`src/hw/gtm_defines.svh`:
```
// Register offsets, field positions, reset values and constants of the tag/length/gap block
`ifndef GTM_DEFINES_SVH
`define GTM_DEFINES_SVH
// ==========================================
// Register byte addresses
`define GTM_ADDR_MODE 12'h004
`define GTM_ADDR_MAXLEN 12'h008
`define GTM_ADDR_TAGS 12'h00c
`define GTM_ADDR_ADVCHK 12'h010
`define GTM_ADDR_IFG 12'h014
`define GTM_ADDR_STATUS 12'h030
// ==========================================
// Field positions
`define GTM_MODE_FDX 0
`define GTM_MODE_GIGA 4
`define GTM_TAGS_OUTER 0
`define GTM_TAGS_INNER 1
`define GTM_TAGS_LENADJ 2
`define GTM_ADV_DROP 0
`define GTM_TAGS_TPID 16
`define GTM_IFG_TX 8
`define GTM_IFG_RX2 4
`define GTM_IFG_RX1 0
// ==========================================
// Reset values
`define GTM_RST_MODE 32'h0000_0011
`define GTM_RST_MAXLEN 32'h0000_05ee
`define GTM_RST_TAGS 32'h8100_0004
`define GTM_RST_ADVCHK 32'h0000_0000
`define GTM_RST_IFG 32'h0000_0715
// ==========================================
// Implemented bits of each register
`define GTM_MASK_MODE 32'h0000_0011
`define GTM_MASK_MAXLEN 32'h0000_ffff
`define GTM_MASK_TAGS 32'hffff_0007
`define GTM_MASK_ADVCHK 32'h0000_0001
`define GTM_MASK_IFG 32'h0000_1fff
// ==========================================
// Frame constants and bus response codes
`define GTM_STD_TPID 16'h8100
`define GTM_SFD 8'hd5
`define GTM_TYPE_POS 16'h000d
`define GTM_TAG_BYTES 16'h0004
`define GTM_HDR_FCS 16'h0012
`define GTM_MAX_LENFLD 16'h05dc
`define GTM_RESP_OK 2'b00
`define GTM_RESP_SLVERR 2'b10
`endif

```
`src/hw/gtm_pkg.sv`:
```
// Types shared by the tag/length/gap block and its testbench
package gtm_pkg;
   // One receive byte with frame marks
   typedef struct packed {
      logic err;
      logic last;
      logic [7:0] data;
   } gtm_word_t;
   // Configuration fields seen by the datapath
   typedef struct packed {
      logic [15:0] custom_tpid;
      logic outer_tag_aware_en;
      logic inner_tag_aware_en;
      logic tag_length_allow_en;
      logic length_error_drop_en;
      logic [15:0] max_frame_bytes;
   } gtm_cfg_t;
   // Inter-frame gap settings driven to the MAC timing logic
   typedef struct packed {
      logic [4:0] tx_gap_len;
      logic [3:0] rx_gap_part2;
      logic [3:0] rx_gap_part1;
      logic gigabit_speed_sel;
      logic full_duplex_sel;
   } gtm_gap_t;
   typedef enum logic [2:0] {
      GTM_IDLE = 3'b001,
      GTM_DATA = 3'b010,
      GTM_DROP = 3'b100
   } gtm_rx_state_t;
endpackage

```
`src/hw/gtm_fifo.sv`:
```
// Receive byte FIFO with registered read data and valid/ready on both sides
`timescale 1ns/10ps
`default_nettype none
module gtm_fifo #(
   parameter int WIDTH = 10,
   parameter int DEPTH = 32
) (
   // Clock and reset
   input wire logic aclk,
   input wire logic aresetn,
   // Fill side
   input wire logic [WIDTH-1:0] in_data,
   input wire logic in_valid,
   output logic in_ready,
   // Drain side
   output logic [WIDTH-1:0] out_data,
   output logic out_valid,
   input wire logic out_ready
);
   localparam int AW = $clog2(DEPTH);
   if (WIDTH < 1 || DEPTH < 2 || (DEPTH & (DEPTH - 1)) != 0) begin : g_bad_size
      $error("gtm_fifo: WIDTH must be positive and DEPTH a power of two");
   end
   logic [WIDTH-1:0] mem [DEPTH];
   logic [AW-1:0] wptr_q, wptr_d, rptr_q, rptr_d;
   logic [AW:0] cnt_q, cnt_d;
   logic [WIDTH-1:0] out_q, out_d;
   logic ov_q, ov_d, rdy_q, rdy_d;
   logic push, pop;
   always_comb begin
      push = in_valid && rdy_q;
      pop = (cnt_q != '0) && (!ov_q || out_ready);
      wptr_d = push ? wptr_q + 1'b1 : wptr_q;
      rptr_d = pop ? rptr_q + 1'b1 : rptr_q;
      cnt_d = cnt_q + {{AW{1'b0}}, push} - {{AW{1'b0}}, pop};
      rdy_d = cnt_d < (AW + 1)'(DEPTH);
      out_d = pop ? mem[rptr_q] : out_q;
      ov_d = pop ? 1'b1 : (out_ready ? 1'b0 : ov_q);
   end
   always_ff @(posedge aclk) begin
      if (!aresetn) begin
         wptr_q <= '0;
         rptr_q <= '0;
         cnt_q <= '0;
         out_q <= '0;
         ov_q <= 1'b0;
         rdy_q <= 1'b1;
      end else begin
         wptr_q <= wptr_d;
         rptr_q <= rptr_d;
         cnt_q <= cnt_d;
         out_q <= out_d;
         ov_q <= ov_d;
         rdy_q <= rdy_d;
      end
   end
   always_ff @(posedge aclk) begin
      if (push) begin
         mem[wptr_q] <= in_data;
      end
   end
   assign in_ready = rdy_q;
   assign out_data = out_q;
   assign out_valid = ov_q;
endmodule
`default_nettype wire

```
`src/hw/gtm_mac_cfg.sv`:
```
// Tag recognition, length checking and gap configuration of one MAC port
`timescale 1ns/10ps
`default_nettype none
`include "gtm_defines.svh"
// How it works
// - A TPID is 0x8100 or the programmed identifier, at every tag position.
// - Outer awareness off: no tags seen; on: accept outer tag with either TPID.
// - Inner awareness off: no inner tags; on, with outer awareness also on: accept inner tag with either TPID.
// - With length adjust on, one tag allows 4 bytes, two tags 8 bytes.
// - Maximum frame length is 16 bits, reset 0x05EE, plus tag allowance.
// - Length drop enabled discards frames with length errors; reset leaves it off.
// - Transmit gap is a 5-bit field, reset 0x07.
// - Receive gap second part is a 4-bit field, reset 0x1.
// - Receive gap first part is a 4-bit field, reset 0x5.
// - Speed bit picks gigabit, duplex bit full duplex; gigabit needs full duplex.
module gtm_mac_cfg #(
   parameter int FIFO_DEPTH = 32
) (
   // Clock and reset
   input wire logic aclk,
   input wire logic aresetn,
   // AXI4-Lite slave
   input wire logic [11:0] s_axi_awaddr,
   input wire logic s_axi_awvalid,
   output logic s_axi_awready,
   input wire logic [31:0] s_axi_wdata,
   input wire logic [3:0] s_axi_wstrb,
   input wire logic s_axi_wvalid,
   output logic s_axi_wready,
   output logic [1:0] s_axi_bresp,
   output logic s_axi_bvalid,
   input wire logic s_axi_bready,
   input wire logic [11:0] s_axi_araddr,
   input wire logic s_axi_arvalid,
   output logic s_axi_arready,
   output logic [31:0] s_axi_rdata,
   output logic [1:0] s_axi_rresp,
   output logic s_axi_rvalid,
   input wire logic s_axi_rready,
   // GMII receive
   input wire logic [7:0] gmii_rxd,
   input wire logic gmii_rx_dv,
   input wire logic gmii_rx_er,
   // Receive stream to switch core
   output gtm_pkg::gtm_word_t rx_word,
   output logic rx_valid,
   input wire logic rx_ready,
   // Transmit gap timing
   input wire logic tx_frame_done,
   output logic tx_gap_busy,
   output gtm_pkg::gtm_gap_t gap_cfg
);
   import gtm_pkg::*;
   // ==========================================
   // Functions
   function automatic logic is_tpid(input logic [15:0] et, input logic [15:0] cust);
      is_tpid = (et == `GTM_STD_TPID) || (et == cust);
   endfunction
   function automatic logic [15:0] tag_bytes(input logic [1:0] n);
      tag_bytes = n[1] ? `GTM_TAG_BYTES + `GTM_TAG_BYTES : (n[0] ? `GTM_TAG_BYTES : 16'h0000);
   endfunction
   function automatic logic [31:0] merge(input logic [31:0] old, input logic [31:0] nw,
                                         input logic [3:0] strb);
      for (int i = 0; i < 4; i++) begin
         merge[8*i +: 8] = strb[i] ? nw[8*i +: 8] : old[8*i +: 8];
      end
   endfunction
   // ==========================================
   // Register bus
   logic [31:0] mode_q, mode_d, maxlen_q, maxlen_d, tags_q, tags_d;
   logic [31:0] adv_q, adv_d, ifg_q, ifg_d, rdata_q, rdata_d;
   logic [11:0] awaddr_q, awaddr_d;
   logic [31:0] wdata_q, wdata_d;
   logic [3:0] wstrb_q, wstrb_d;
   logic awf_q, awf_d, wf_q, wf_d, bvalid_q, bvalid_d, rvalid_q, rvalid_d;
   logic awrdy_q, awrdy_d, wrdy_q, wrdy_d, arrdy_q, arrdy_d;
   logic [1:0] bresp_q, bresp_d, rresp_q, rresp_d;
   logic [15:0] drop_cnt_q, ovs_cnt_q;
   logic do_write;
   always_comb begin
      awf_d = awf_q || (s_axi_awvalid && awrdy_q);
      awaddr_d = (s_axi_awvalid && awrdy_q) ? s_axi_awaddr : awaddr_q;
      wf_d = wf_q || (s_axi_wvalid && wrdy_q);
      wdata_d = (s_axi_wvalid && wrdy_q) ? s_axi_wdata : wdata_q;
      wstrb_d = (s_axi_wvalid && wrdy_q) ? s_axi_wstrb : wstrb_q;
      do_write = awf_q && wf_q && !bvalid_q;
      mode_d = mode_q;
      maxlen_d = maxlen_q;
      tags_d = tags_q;
      adv_d = adv_q;
      ifg_d = ifg_q;
      bresp_d = bresp_q;
      bvalid_d = bvalid_q && !s_axi_bready;
      if (do_write) begin
         awf_d = 1'b0;
         wf_d = 1'b0;
         bvalid_d = 1'b1;
         bresp_d = `GTM_RESP_OK;
         case (awaddr_q)
            `GTM_ADDR_MODE: mode_d = merge(mode_q, wdata_q, wstrb_q);
            `GTM_ADDR_MAXLEN: maxlen_d = merge(maxlen_q, wdata_q, wstrb_q);
            `GTM_ADDR_TAGS: tags_d = merge(tags_q, wdata_q, wstrb_q);
            `GTM_ADDR_ADVCHK: adv_d = merge(adv_q, wdata_q, wstrb_q);
            `GTM_ADDR_IFG: ifg_d = merge(ifg_q, wdata_q, wstrb_q);
            `GTM_ADDR_STATUS: bresp_d = `GTM_RESP_OK;
            default: bresp_d = `GTM_RESP_SLVERR;
         endcase
      end
      // Only implemented bits are kept; the rest read as zero
      mode_d = mode_d & `GTM_MASK_MODE;
      maxlen_d = maxlen_d & `GTM_MASK_MAXLEN;
      tags_d = tags_d & `GTM_MASK_TAGS;
      adv_d = adv_d & `GTM_MASK_ADVCHK;
      ifg_d = ifg_d & `GTM_MASK_IFG;
      awrdy_d = !awf_d && !bvalid_d;
      wrdy_d = !wf_d && !bvalid_d;
      rvalid_d = rvalid_q && !s_axi_rready;
      rdata_d = rdata_q;
      rresp_d = rresp_q;
      if (s_axi_arvalid && arrdy_q) begin
         rvalid_d = 1'b1;
         rresp_d = `GTM_RESP_OK;
         case (s_axi_araddr)
            `GTM_ADDR_MODE: rdata_d = mode_q;
            `GTM_ADDR_MAXLEN: rdata_d = maxlen_q;
            `GTM_ADDR_TAGS: rdata_d = tags_q;
            `GTM_ADDR_ADVCHK: rdata_d = adv_q;
            `GTM_ADDR_IFG: rdata_d = ifg_q;
            `GTM_ADDR_STATUS: rdata_d = {drop_cnt_q, ovs_cnt_q};
            default: begin
               rdata_d = 32'h0000_0000;
               rresp_d = `GTM_RESP_SLVERR;
            end
         endcase
      end
      arrdy_d = !rvalid_d;
   end
   always_ff @(posedge aclk) begin
      if (!aresetn) begin
         maxlen_q <= `GTM_RST_MAXLEN;
         mode_q <= `GTM_RST_MODE;
         tags_q <= `GTM_RST_TAGS;
         adv_q <= `GTM_RST_ADVCHK;
         ifg_q <= `GTM_RST_IFG;
         awaddr_q <= '0;
         wdata_q <= '0;
         wstrb_q <= '0;
         awf_q <= 1'b0;
         wf_q <= 1'b0;
         bvalid_q <= 1'b0;
         bresp_q <= `GTM_RESP_OK;
         rvalid_q <= 1'b0;
         rdata_q <= '0;
         rresp_q <= `GTM_RESP_OK;
         awrdy_q <= 1'b1;
         wrdy_q <= 1'b1;
         arrdy_q <= 1'b1;
      end else begin
         maxlen_q <= maxlen_d;
         mode_q <= mode_d;
         tags_q <= tags_d;
         adv_q <= adv_d;
         ifg_q <= ifg_d;
         awaddr_q <= awaddr_d;
         wdata_q <= wdata_d;
         wstrb_q <= wstrb_d;
         awf_q <= awf_d;
         wf_q <= wf_d;
         bvalid_q <= bvalid_d;
         bresp_q <= bresp_d;
         rvalid_q <= rvalid_d;
         rdata_q <= rdata_d;
         rresp_q <= rresp_d;
         awrdy_q <= awrdy_d;
         wrdy_q <= wrdy_d;
         arrdy_q <= arrdy_d;
      end
   end
   assign s_axi_awready = awrdy_q;
   assign s_axi_wready = wrdy_q;
   assign s_axi_bvalid = bvalid_q;
   assign s_axi_bresp = bresp_q;
   assign s_axi_arready = arrdy_q;
   assign s_axi_rvalid = rvalid_q;
   assign s_axi_rdata = rdata_q;
   assign s_axi_rresp = rresp_q;
   // ==========================================
   // Configuration view
   gtm_cfg_t cfg;
   gtm_gap_t gap_q, gap_d;
   always_comb begin
      cfg.custom_tpid = tags_q[`GTM_TAGS_TPID +: 16];
      cfg.outer_tag_aware_en = tags_q[`GTM_TAGS_OUTER];
      // inner awareness only counts with outer awareness on
      cfg.inner_tag_aware_en = tags_q[`GTM_TAGS_INNER] && tags_q[`GTM_TAGS_OUTER];
      cfg.tag_length_allow_en = tags_q[`GTM_TAGS_LENADJ];
      cfg.length_error_drop_en = adv_q[`GTM_ADV_DROP];
      cfg.max_frame_bytes = maxlen_q[15:0];
      gap_d.tx_gap_len = ifg_q[`GTM_IFG_TX +: 5];
      gap_d.rx_gap_part2 = ifg_q[`GTM_IFG_RX2 +: 4];
      gap_d.rx_gap_part1 = ifg_q[`GTM_IFG_RX1 +: 4];
      // gigabit only together with full duplex
      gap_d.full_duplex_sel = mode_q[`GTM_MODE_FDX];
      gap_d.gigabit_speed_sel = mode_q[`GTM_MODE_GIGA] && mode_q[`GTM_MODE_FDX];
   end
   // ==========================================
   // Transmit gap timer
   logic [4:0] gap_cnt_q, gap_cnt_d;
   logic busy_q, busy_d;
   always_comb begin
      gap_cnt_d = gap_cnt_q;
      busy_d = busy_q;
      if (tx_frame_done) begin
         gap_cnt_d = gap_q.tx_gap_len;
         busy_d = gap_q.tx_gap_len != 5'h00;
      end else if (busy_q) begin
         gap_cnt_d = gap_cnt_q - 5'h01;
         busy_d = gap_cnt_q != 5'h01;
      end
   end
   always_ff @(posedge aclk) begin
      if (!aresetn) begin
         gap_cnt_q <= '0;
         busy_q <= 1'b0;
         gap_q <= '0;
      end else begin
         gap_cnt_q <= gap_cnt_d;
         busy_q <= busy_d;
         gap_q <= gap_d;
      end
   end
   assign tx_gap_busy = busy_q;
   assign gap_cfg = gap_q;
   // ==========================================
   // Receive parser
   gtm_rx_state_t st_q, st_d;
   logic [15:0] cnt_q, cnt_d, lenfld_q, lenfld_d, limit;
   logic [7:0] hi_q, hi_d, hold_q, hold_d;
   logic [1:0] ntag_q, ntag_d;
   logic ovs_q, ovs_d, err_q, err_d, have_q, have_d;
   logic [15:0] drop_cnt_d, ovs_cnt_d;
   gtm_word_t push_word;
   logic push, fifo_rdy, in_range_err, frame_bad;
   always_comb begin
      limit = cfg.max_frame_bytes + (cfg.tag_length_allow_en ? tag_bytes(ntag_q) : 16'h0000);
      in_range_err = (lenfld_q <= `GTM_MAX_LENFLD)
                     && (cnt_q < `GTM_HDR_FCS + tag_bytes(ntag_q) + lenfld_q);
      frame_bad = ovs_q || err_q || in_range_err;
      st_d = st_q;
      cnt_d = cnt_q;
      lenfld_d = lenfld_q;
      hi_d = hi_q;
      hold_d = hold_q;
      ntag_d = ntag_q;
      ovs_d = ovs_q;
      err_d = err_q;
      have_d = have_q;
      drop_cnt_d = drop_cnt_q;
      ovs_cnt_d = ovs_cnt_q;
      push = 1'b0;
      push_word = '{err: 1'b0, last: 1'b0, data: hold_q};
      case (st_q)
         GTM_IDLE: begin
            if (gmii_rx_dv && gmii_rxd == `GTM_SFD) begin
               st_d = GTM_DATA;
               cnt_d = '0;
               ntag_d = '0;
               ovs_d = 1'b0;
               err_d = 1'b0;
               have_d = 1'b0;
               lenfld_d = 16'hffff;
            end
         end
         GTM_DATA, GTM_DROP: begin
            if (gmii_rx_dv) begin
               cnt_d = (cnt_q == 16'hffff) ? cnt_q : cnt_q + 16'h0001;
               hi_d = gmii_rxd;
               err_d = err_q || gmii_rx_er;
               if (cnt_q == `GTM_TYPE_POS + tag_bytes(ntag_q)) begin
                  if (is_tpid({hi_q, gmii_rxd}, cfg.custom_tpid)
                      && ((ntag_q == 2'd0 && cfg.outer_tag_aware_en)
                      || (ntag_q == 2'd1 && cfg.inner_tag_aware_en))) begin
                     ntag_d = ntag_q + 2'd1;
                  end else if (lenfld_q == 16'hffff) begin
                     lenfld_d = {hi_q, gmii_rxd};
                  end
               end
               if (cnt_q >= limit) begin
                  ovs_d = 1'b1;
               end
               if (st_q == GTM_DATA) begin
                  push = have_q;
                  hold_d = gmii_rxd;
                  have_d = 1'b1;
                  if (push && !fifo_rdy) begin
                     err_d = 1'b1;
                  end
                  if (cnt_q >= limit && cfg.length_error_drop_en) begin
                     st_d = GTM_DROP;
                  end
               end
            end else begin
               st_d = GTM_IDLE;
               push = have_q;
               // with length drop enabled, length errors mark the frame discarded
               push_word = '{err: err_q || (cfg.length_error_drop_en && frame_bad),
                             last: 1'b1, data: hold_q};
               if (cfg.length_error_drop_en && (ovs_q || in_range_err)) begin
                  drop_cnt_d = drop_cnt_q + 16'h0001;
               end
               if (ovs_q) begin
                  ovs_cnt_d = ovs_cnt_q + 16'h0001;
               end
            end
         end
         default: st_d = GTM_IDLE;
      endcase
   end
   always_ff @(posedge aclk) begin
      if (!aresetn) begin
         st_q <= GTM_IDLE;
         cnt_q <= '0;
         lenfld_q <= '0;
         hi_q <= '0;
         hold_q <= '0;
         ntag_q <= '0;
         ovs_q <= 1'b0;
         err_q <= 1'b0;
         have_q <= 1'b0;
         drop_cnt_q <= '0;
         ovs_cnt_q <= '0;
      end else begin
         st_q <= st_d;
         cnt_q <= cnt_d;
         lenfld_q <= lenfld_d;
         hi_q <= hi_d;
         hold_q <= hold_d;
         ntag_q <= ntag_d;
         ovs_q <= ovs_d;
         err_q <= err_d;
         have_q <= have_d;
         drop_cnt_q <= drop_cnt_d;
         ovs_cnt_q <= ovs_cnt_d;
      end
   end
   gtm_fifo #(.WIDTH($bits(gtm_word_t)), .DEPTH(FIFO_DEPTH)) u_fifo (
      .aclk(aclk),
      .aresetn(aresetn),
      .in_data(push_word),
      .in_valid(push),
      .in_ready(fifo_rdy),
      .out_data(rx_word),
      .out_valid(rx_valid),
      .out_ready(rx_ready)
   );
   // ==========================================
   // Assertions
   a_maxlen_reset: assert property (@(posedge aclk) !aresetn |=> maxlen_q == `GTM_RST_MAXLEN)
      else $error("max length reset wrong");
   a_outer_tpid: assert property (@(posedge aclk) disable iff (!aresetn)
      st_q == GTM_DATA && gmii_rx_dv && cnt_q == `GTM_TYPE_POS && cfg.outer_tag_aware_en
      && ({hi_q, gmii_rxd} == `GTM_STD_TPID || {hi_q, gmii_rxd} == cfg.custom_tpid)
      |=> ntag_q == 2'd1)
      else $error("outer tag not seen");
   a_no_tags_off: assert property (@(posedge aclk) disable iff (!aresetn)
      st_q != GTM_IDLE && gmii_rx_dv && cnt_q == `GTM_TYPE_POS && !cfg.outer_tag_aware_en
      |=> ntag_q == 2'd0)
      else $error("tag seen with awareness off");
   a_inner_off: assert property (@(posedge aclk) disable iff (!aresetn)
      st_q != GTM_IDLE && ntag_q == 2'd1 && !cfg.inner_tag_aware_en |=> ntag_q != 2'd2)
      else $error("inner tag seen with awareness off");
   a_limit_adjust: assert property (@(posedge aclk) disable iff (!aresetn)
      ntag_q == 2'd2 && cfg.tag_length_allow_en |-> limit == cfg.max_frame_bytes + 16'h0008)
      else $error("double tag allowance wrong");
   a_drop_stops: assert property (@(posedge aclk) disable iff (!aresetn)
      st_q == GTM_DROP && gmii_rx_dv |-> !push)
      else $error("dropped frame still forwarded");
   a_tx_gap_len: assert property (@(posedge aclk) disable iff (!aresetn)
      tx_frame_done && gap_q.tx_gap_len != 5'h00
      |=> busy_q && gap_cnt_q == $past(gap_q.tx_gap_len))
      else $error("tx gap not loaded");
   a_giga_fdx: assert property (@(posedge aclk) disable iff (!aresetn)
      gap_q.gigabit_speed_sel |-> $past(mode_q[`GTM_MODE_FDX]))
      else $error("gigabit without full duplex");
   a_ovs_flag: assert property (@(posedge aclk) disable iff (!aresetn)
      st_q != GTM_IDLE && gmii_rx_dv && cnt_q >= limit |=> ovs_q)
      else $error("oversize not flagged");
   a_write_resp: assert property (@(posedge aclk) disable iff (!aresetn)
      do_write |=> bvalid_q && !awrdy_q && !wrdy_q)
      else $error("write response missing");
   c_write: cover property (@(posedge aclk) disable iff (!aresetn) do_write);
   c_double_tag: cover property (@(posedge aclk) disable iff (!aresetn) ntag_q == 2'd2);
   c_drop: cover property (@(posedge aclk) disable iff (!aresetn) st_q == GTM_DROP);
   c_fifo_full: cover property (@(posedge aclk) disable iff (!aresetn) !fifo_rdy);
endmodule
`default_nettype wire

```
`config.mk`:
```
export PLATFORM = sky130hd
export DESIGN_NAME = gtm_mac_cfg
export DESIGN_NICKNAME = d
export VERILOG_FILES = /design/src/hw/gtm_pkg.sv /design/src/hw/gtm_fifo.sv /design/src/hw/gtm_mac_cfg.sv
export VERILOG_INCLUDE_DIRS = /design/src /design/src/hw
export SDC_FILE = /design/constraint.sdc
export NUM_CORES = 1
export LEC_CHECK = 0
export ABC_CLOCK_PERIOD_IN_PS = 5630
export CAP_MARGIN = 20
export CORE_MARGIN = 2
export CORE_UTILIZATION = 41
export DETAILED_ROUTE_END_ITERATION = 6
export DONT_BUFFER_PORTS = 1
export PLACE_DENSITY = 0.57
export SETUP_SLACK_MARGIN = 0.1
export SYNTH_ARGS = -nofsm -noshare
export SYNTH_HDL_FRONTEND = slang
export SYNTH_SLANG_ARGS = --single-unit
export TNS_END_PERCENT = 10
```
`constraint.sdc`:
```
create_clock -name aclk -period 5.63 [get_ports aclk]
set_input_delay 0.8445 -clock aclk [delete_from_list [all_inputs] [get_ports aclk]]
set_output_delay 0.8445 -clock aclk [all_outputs]
set_load 0.05 [all_outputs]
```
==> results.toml <==
[routing]
wl_mm = 61.3
vias = 15600
via_per_inst = 5.58
first_pass_iters = 5
route.detailed.drc = 0
antenna_left = 0
drt_iter0_drc = 1134
wl_per_cell_um = 21.9

[timing]
slew_headroom_pct = 28.8
fin_ws_ns = 1.50
slew_violations = 0
rsz0062_at_grt = "false"
hold_viol = 0
finClkSkew_ns = 0.0224
fin_crit_ns = 4.13
finalSetupViolCount = 0
max_freq_mhz = 242
layout_worst_path_cycle_share_pct = 73.3
whs_ns = 0.342
worst_pin_slew_ns = 1.06
setup_tns_ns = 0

[logic_synthesis]
ys_warn_count = 0
ys_ff_latch = 597
synth.distinct_cells = 61
synthesis.area_um2 = 24800
netlist_top_cells_area = "edfxtp_1 (39%), dfxtp_1 (22%), mux4_2 (9.1%), nand2_1 (3.6%), ha_1 (2.9%)"
synth_flop_cell = "edfxtp_1"
synth_edf_count = 320
syn_area_per_cell_um2 = 12.6
synth_top_area_share_pct = 38.7
ys_async_sr_fraction_pct = 0
synth_cells = 1968
yosys.area.top_type = "edfxtp_1"
synth_seq_area_share_pct = 61.0

[worst_setup_path]
slowest_stage = "a211oi_1"
endpoint_kind = "register"
critPathRequiredTime_ns = 6.06
startpoint_type = "register"
critPathKind = "register to register"
worstPathCellList = "inv_1 > ha_1 > fa_1 > a211oi_1 > nand2b_1 > nor2_1 > xnor2_1 > ha_1 > a211oi_1 > a41o_1 > o311ai_2 > buf_4 > o21ai_2 > buf_8"
arrival_ns = 4.55
crit_path_max_fanout = 30
cp_slowest_stage_delay_ns = 0.55

[place]
gp_routability_congestion = 0.836
place_area_um2 = 25700
dp_slack_ns = 0.969
dpl.hpwl_mm = 41.4
portBuffers = 0

[clock_network]
cts_buffers = 66
clock_latency_ns = 0.59
post_cts_buffers = 0
cts_max_level = 3
clk_pin_slew_ns = 0.06
cts_tree = "built"
clockBufferDepth = 3
clock-sinks = 597
root_buffer = "clkbuf_16"
cts_resized = 0
cts.hold.buffers_added = 0

[layout]
design_area_um2 = 28000
synthToLayoutAreaGrowth_pct = 12.8
fin_nets = 2105
drive_gt1_share_pct = 12.5
antenna_cells = 0

[floorplanning]
ioPinCount = 147
die_y_um = 250
num_rows = 90
fp.dieW_um = 250
design.die.area_um2 = 62600
core_area_um2 = 60100
start_util_pct = 41.3

[global_routing]
grt_pass1_wl_mm = 93.1
antenna_found_initial = 0
grt_pass1_vias = 15300
track_usage_pct = 19.4
grt_max_degree = 88
overflow = 0

[power_and_ir_drop]
vdd_ir_drop_max_mv = 0.199
leakagePower_nw = 8.68
powerDensity_nw_per_um2 = 365

[job]
cap_violations = 0

[hold_path]
holdCritPathClass = "primary input to register"

[outcome]
outcome = "completed"
## layout make-up
cell class	instances	area, um2
Clock buffer	95	1890
Clock inverter	21	348
Fill cell	5326	32100
Inverter	36	138
Multi-Input combinational cell	1232	9180
Sequential cell	597	15200
Tap cell	782	978
Timing Repair Buffer	33	333
## metrics by stage
step           instances  total power, W  util, %
2_1_floorplan       1969         0.00568        -
3_3_place_gp        2668         0.00588     42.6
3_5_place_dp        2671         0.00589     42.7
4_1_cts             2787          0.0103     46.4
5_1_grt             2796          0.0106     46.6
6_report            2796          0.0102     46.6
## cells in the mapped netlist (3+ instances only)
library cell  count
mux4_2          100
nor4b_1           3
xnor2_1          37
o2111ai_1         3
xor2_1           43
a21oi_1         126
a21o_1            7
and2_1           25
fa_1              3
o221a_1          10
nor4_1           21
or3_1            14
mux2i_1          68
buf_1            19
a22o_1            9
or4b_2            3
a31oi_1           3
o21ai_0          76
and4_1            5
or4_1            13
nor2_1          164
nand3_1          38
nor2b_1          13
a22oi_1          21
buf_2             3
nor3_1           23
a221oi_1          3
inv_1            36
clkbuf_1         79
o211ai_1          4
and3_1           10
ha_1             57
dfxtp_1         277
o31ai_1          10
nand2b_1         13
nand3b_1          3
edfxtp_1        320
nand4_1          28
nand2_1         236
o221a_2           6
o311ai_0          3
a211oi_1          8
## cell families (layout without fill, tap and decap cells)
kind of cell             after synthesis  after routing  synth area share, %
multiplexers                         170            170                 11.9
AO/OA/AOI/OAI                        302            302                 7.48
XOR/XNOR                              80             80                 2.82
buffers and inverters                140            185                 2.19
flip-flops                           597            597                 61.0
other                                  1              2               0.0151
AND/OR/NAND/NOR                      618            618                 11.5
adder cells (fa/ha/maj)               60             60                 3.11
## cells in the final DEF, fill, tap and decap left out, types with 8 or more instances in the layout
master	n
dfxtp_1	275
clkbuf_8	9
ha_1	57
mux2i_1	68
nor3_1	22
nor4_1	20
a21oi_1	126
clkbuf_16	68
xnor2_1	37
edfxtp_1	320
a22oi_1	21
nand2b_1	13
inv_1	35
clkbuf_1	18
nand2_1	236
nand3_1	38
xor2_1	43
o221a_1	10
buf_4	24
bufinv_16	8
or4_1	13
o21ai_0	75
mux4_2	100
nor2b_1	12
and3_1	10
nor2_1	163
a22o_1	9
and2_1	25
o31ai_1	10
nand4_1	28
or3_1	14
a211oi_1	8
## worst paths after layout
path / from / endpoint / slack (ns) / cells past startpoint
setup reg to reg: ntag_q[1] / u_fifo.mem[8][9] / 1.50 / 14
setup / recovery: ntag_q[1] / u_fifo.mem[8][9] / 1.50 / 14
hold reg to reg: wdata_q[26] / wdata_q[26] / 0.46 / 2
hold / removal: aresetn / mode_q[0] / 0.34 / 1
## routing by layer
layer,global-route usage (%),share of wire (%),vias up
li1,-,-,7279
met1,25.1,42,7861
met2,32.0,49,346
met3,4.08,5.2,114
met4,7.89,3.7,0
met5,0,0,-
## critical path: cells and delay by family, from the launching register on
kind,cells,cell delay (ns)
flip-flops,1,0.36
buffers and inverters,3,0.57
AO/OA/AOI/OAI,5,1.56
XOR/XNOR,1,0.12
AND/OR/NAND/NOR,2,0.33
adder cells (fa/ha/maj),3,1.00
## registers in the layout (all words and copies together), names as in the netlist, 3 cells and up
name / flops
u_fifo.cnt_q: 6
u_fifo.wptr_q: 5
lenfld_q: 16
u_fifo.mem: 320
tags_q: 19
u_fifo.out_data: 10
cnt_q: 16
hold_q: 8
hi_q: 8
maxlen_q: 16
s_axi_rdata: 32
wdata_q: 32
u_fifo.rptr_q: 5
st_q: 3
gap_cfg: 15
ifg_q: 13
awaddr_q: 12
ovs_cnt_q: 16
wstrb_q: 4
drop_cnt_q: 16
gap_cnt_q: 5
## power by group
group / total (W) / switching, W / internal, W
sequential: 0.00490 / 0.000266 / 0.00464
combinational: 0.000873 / 0.000454 / 0.000419
clock: 0.00445 / 0.00173 / 0.00271
Power figures use the tool's default switching activity.
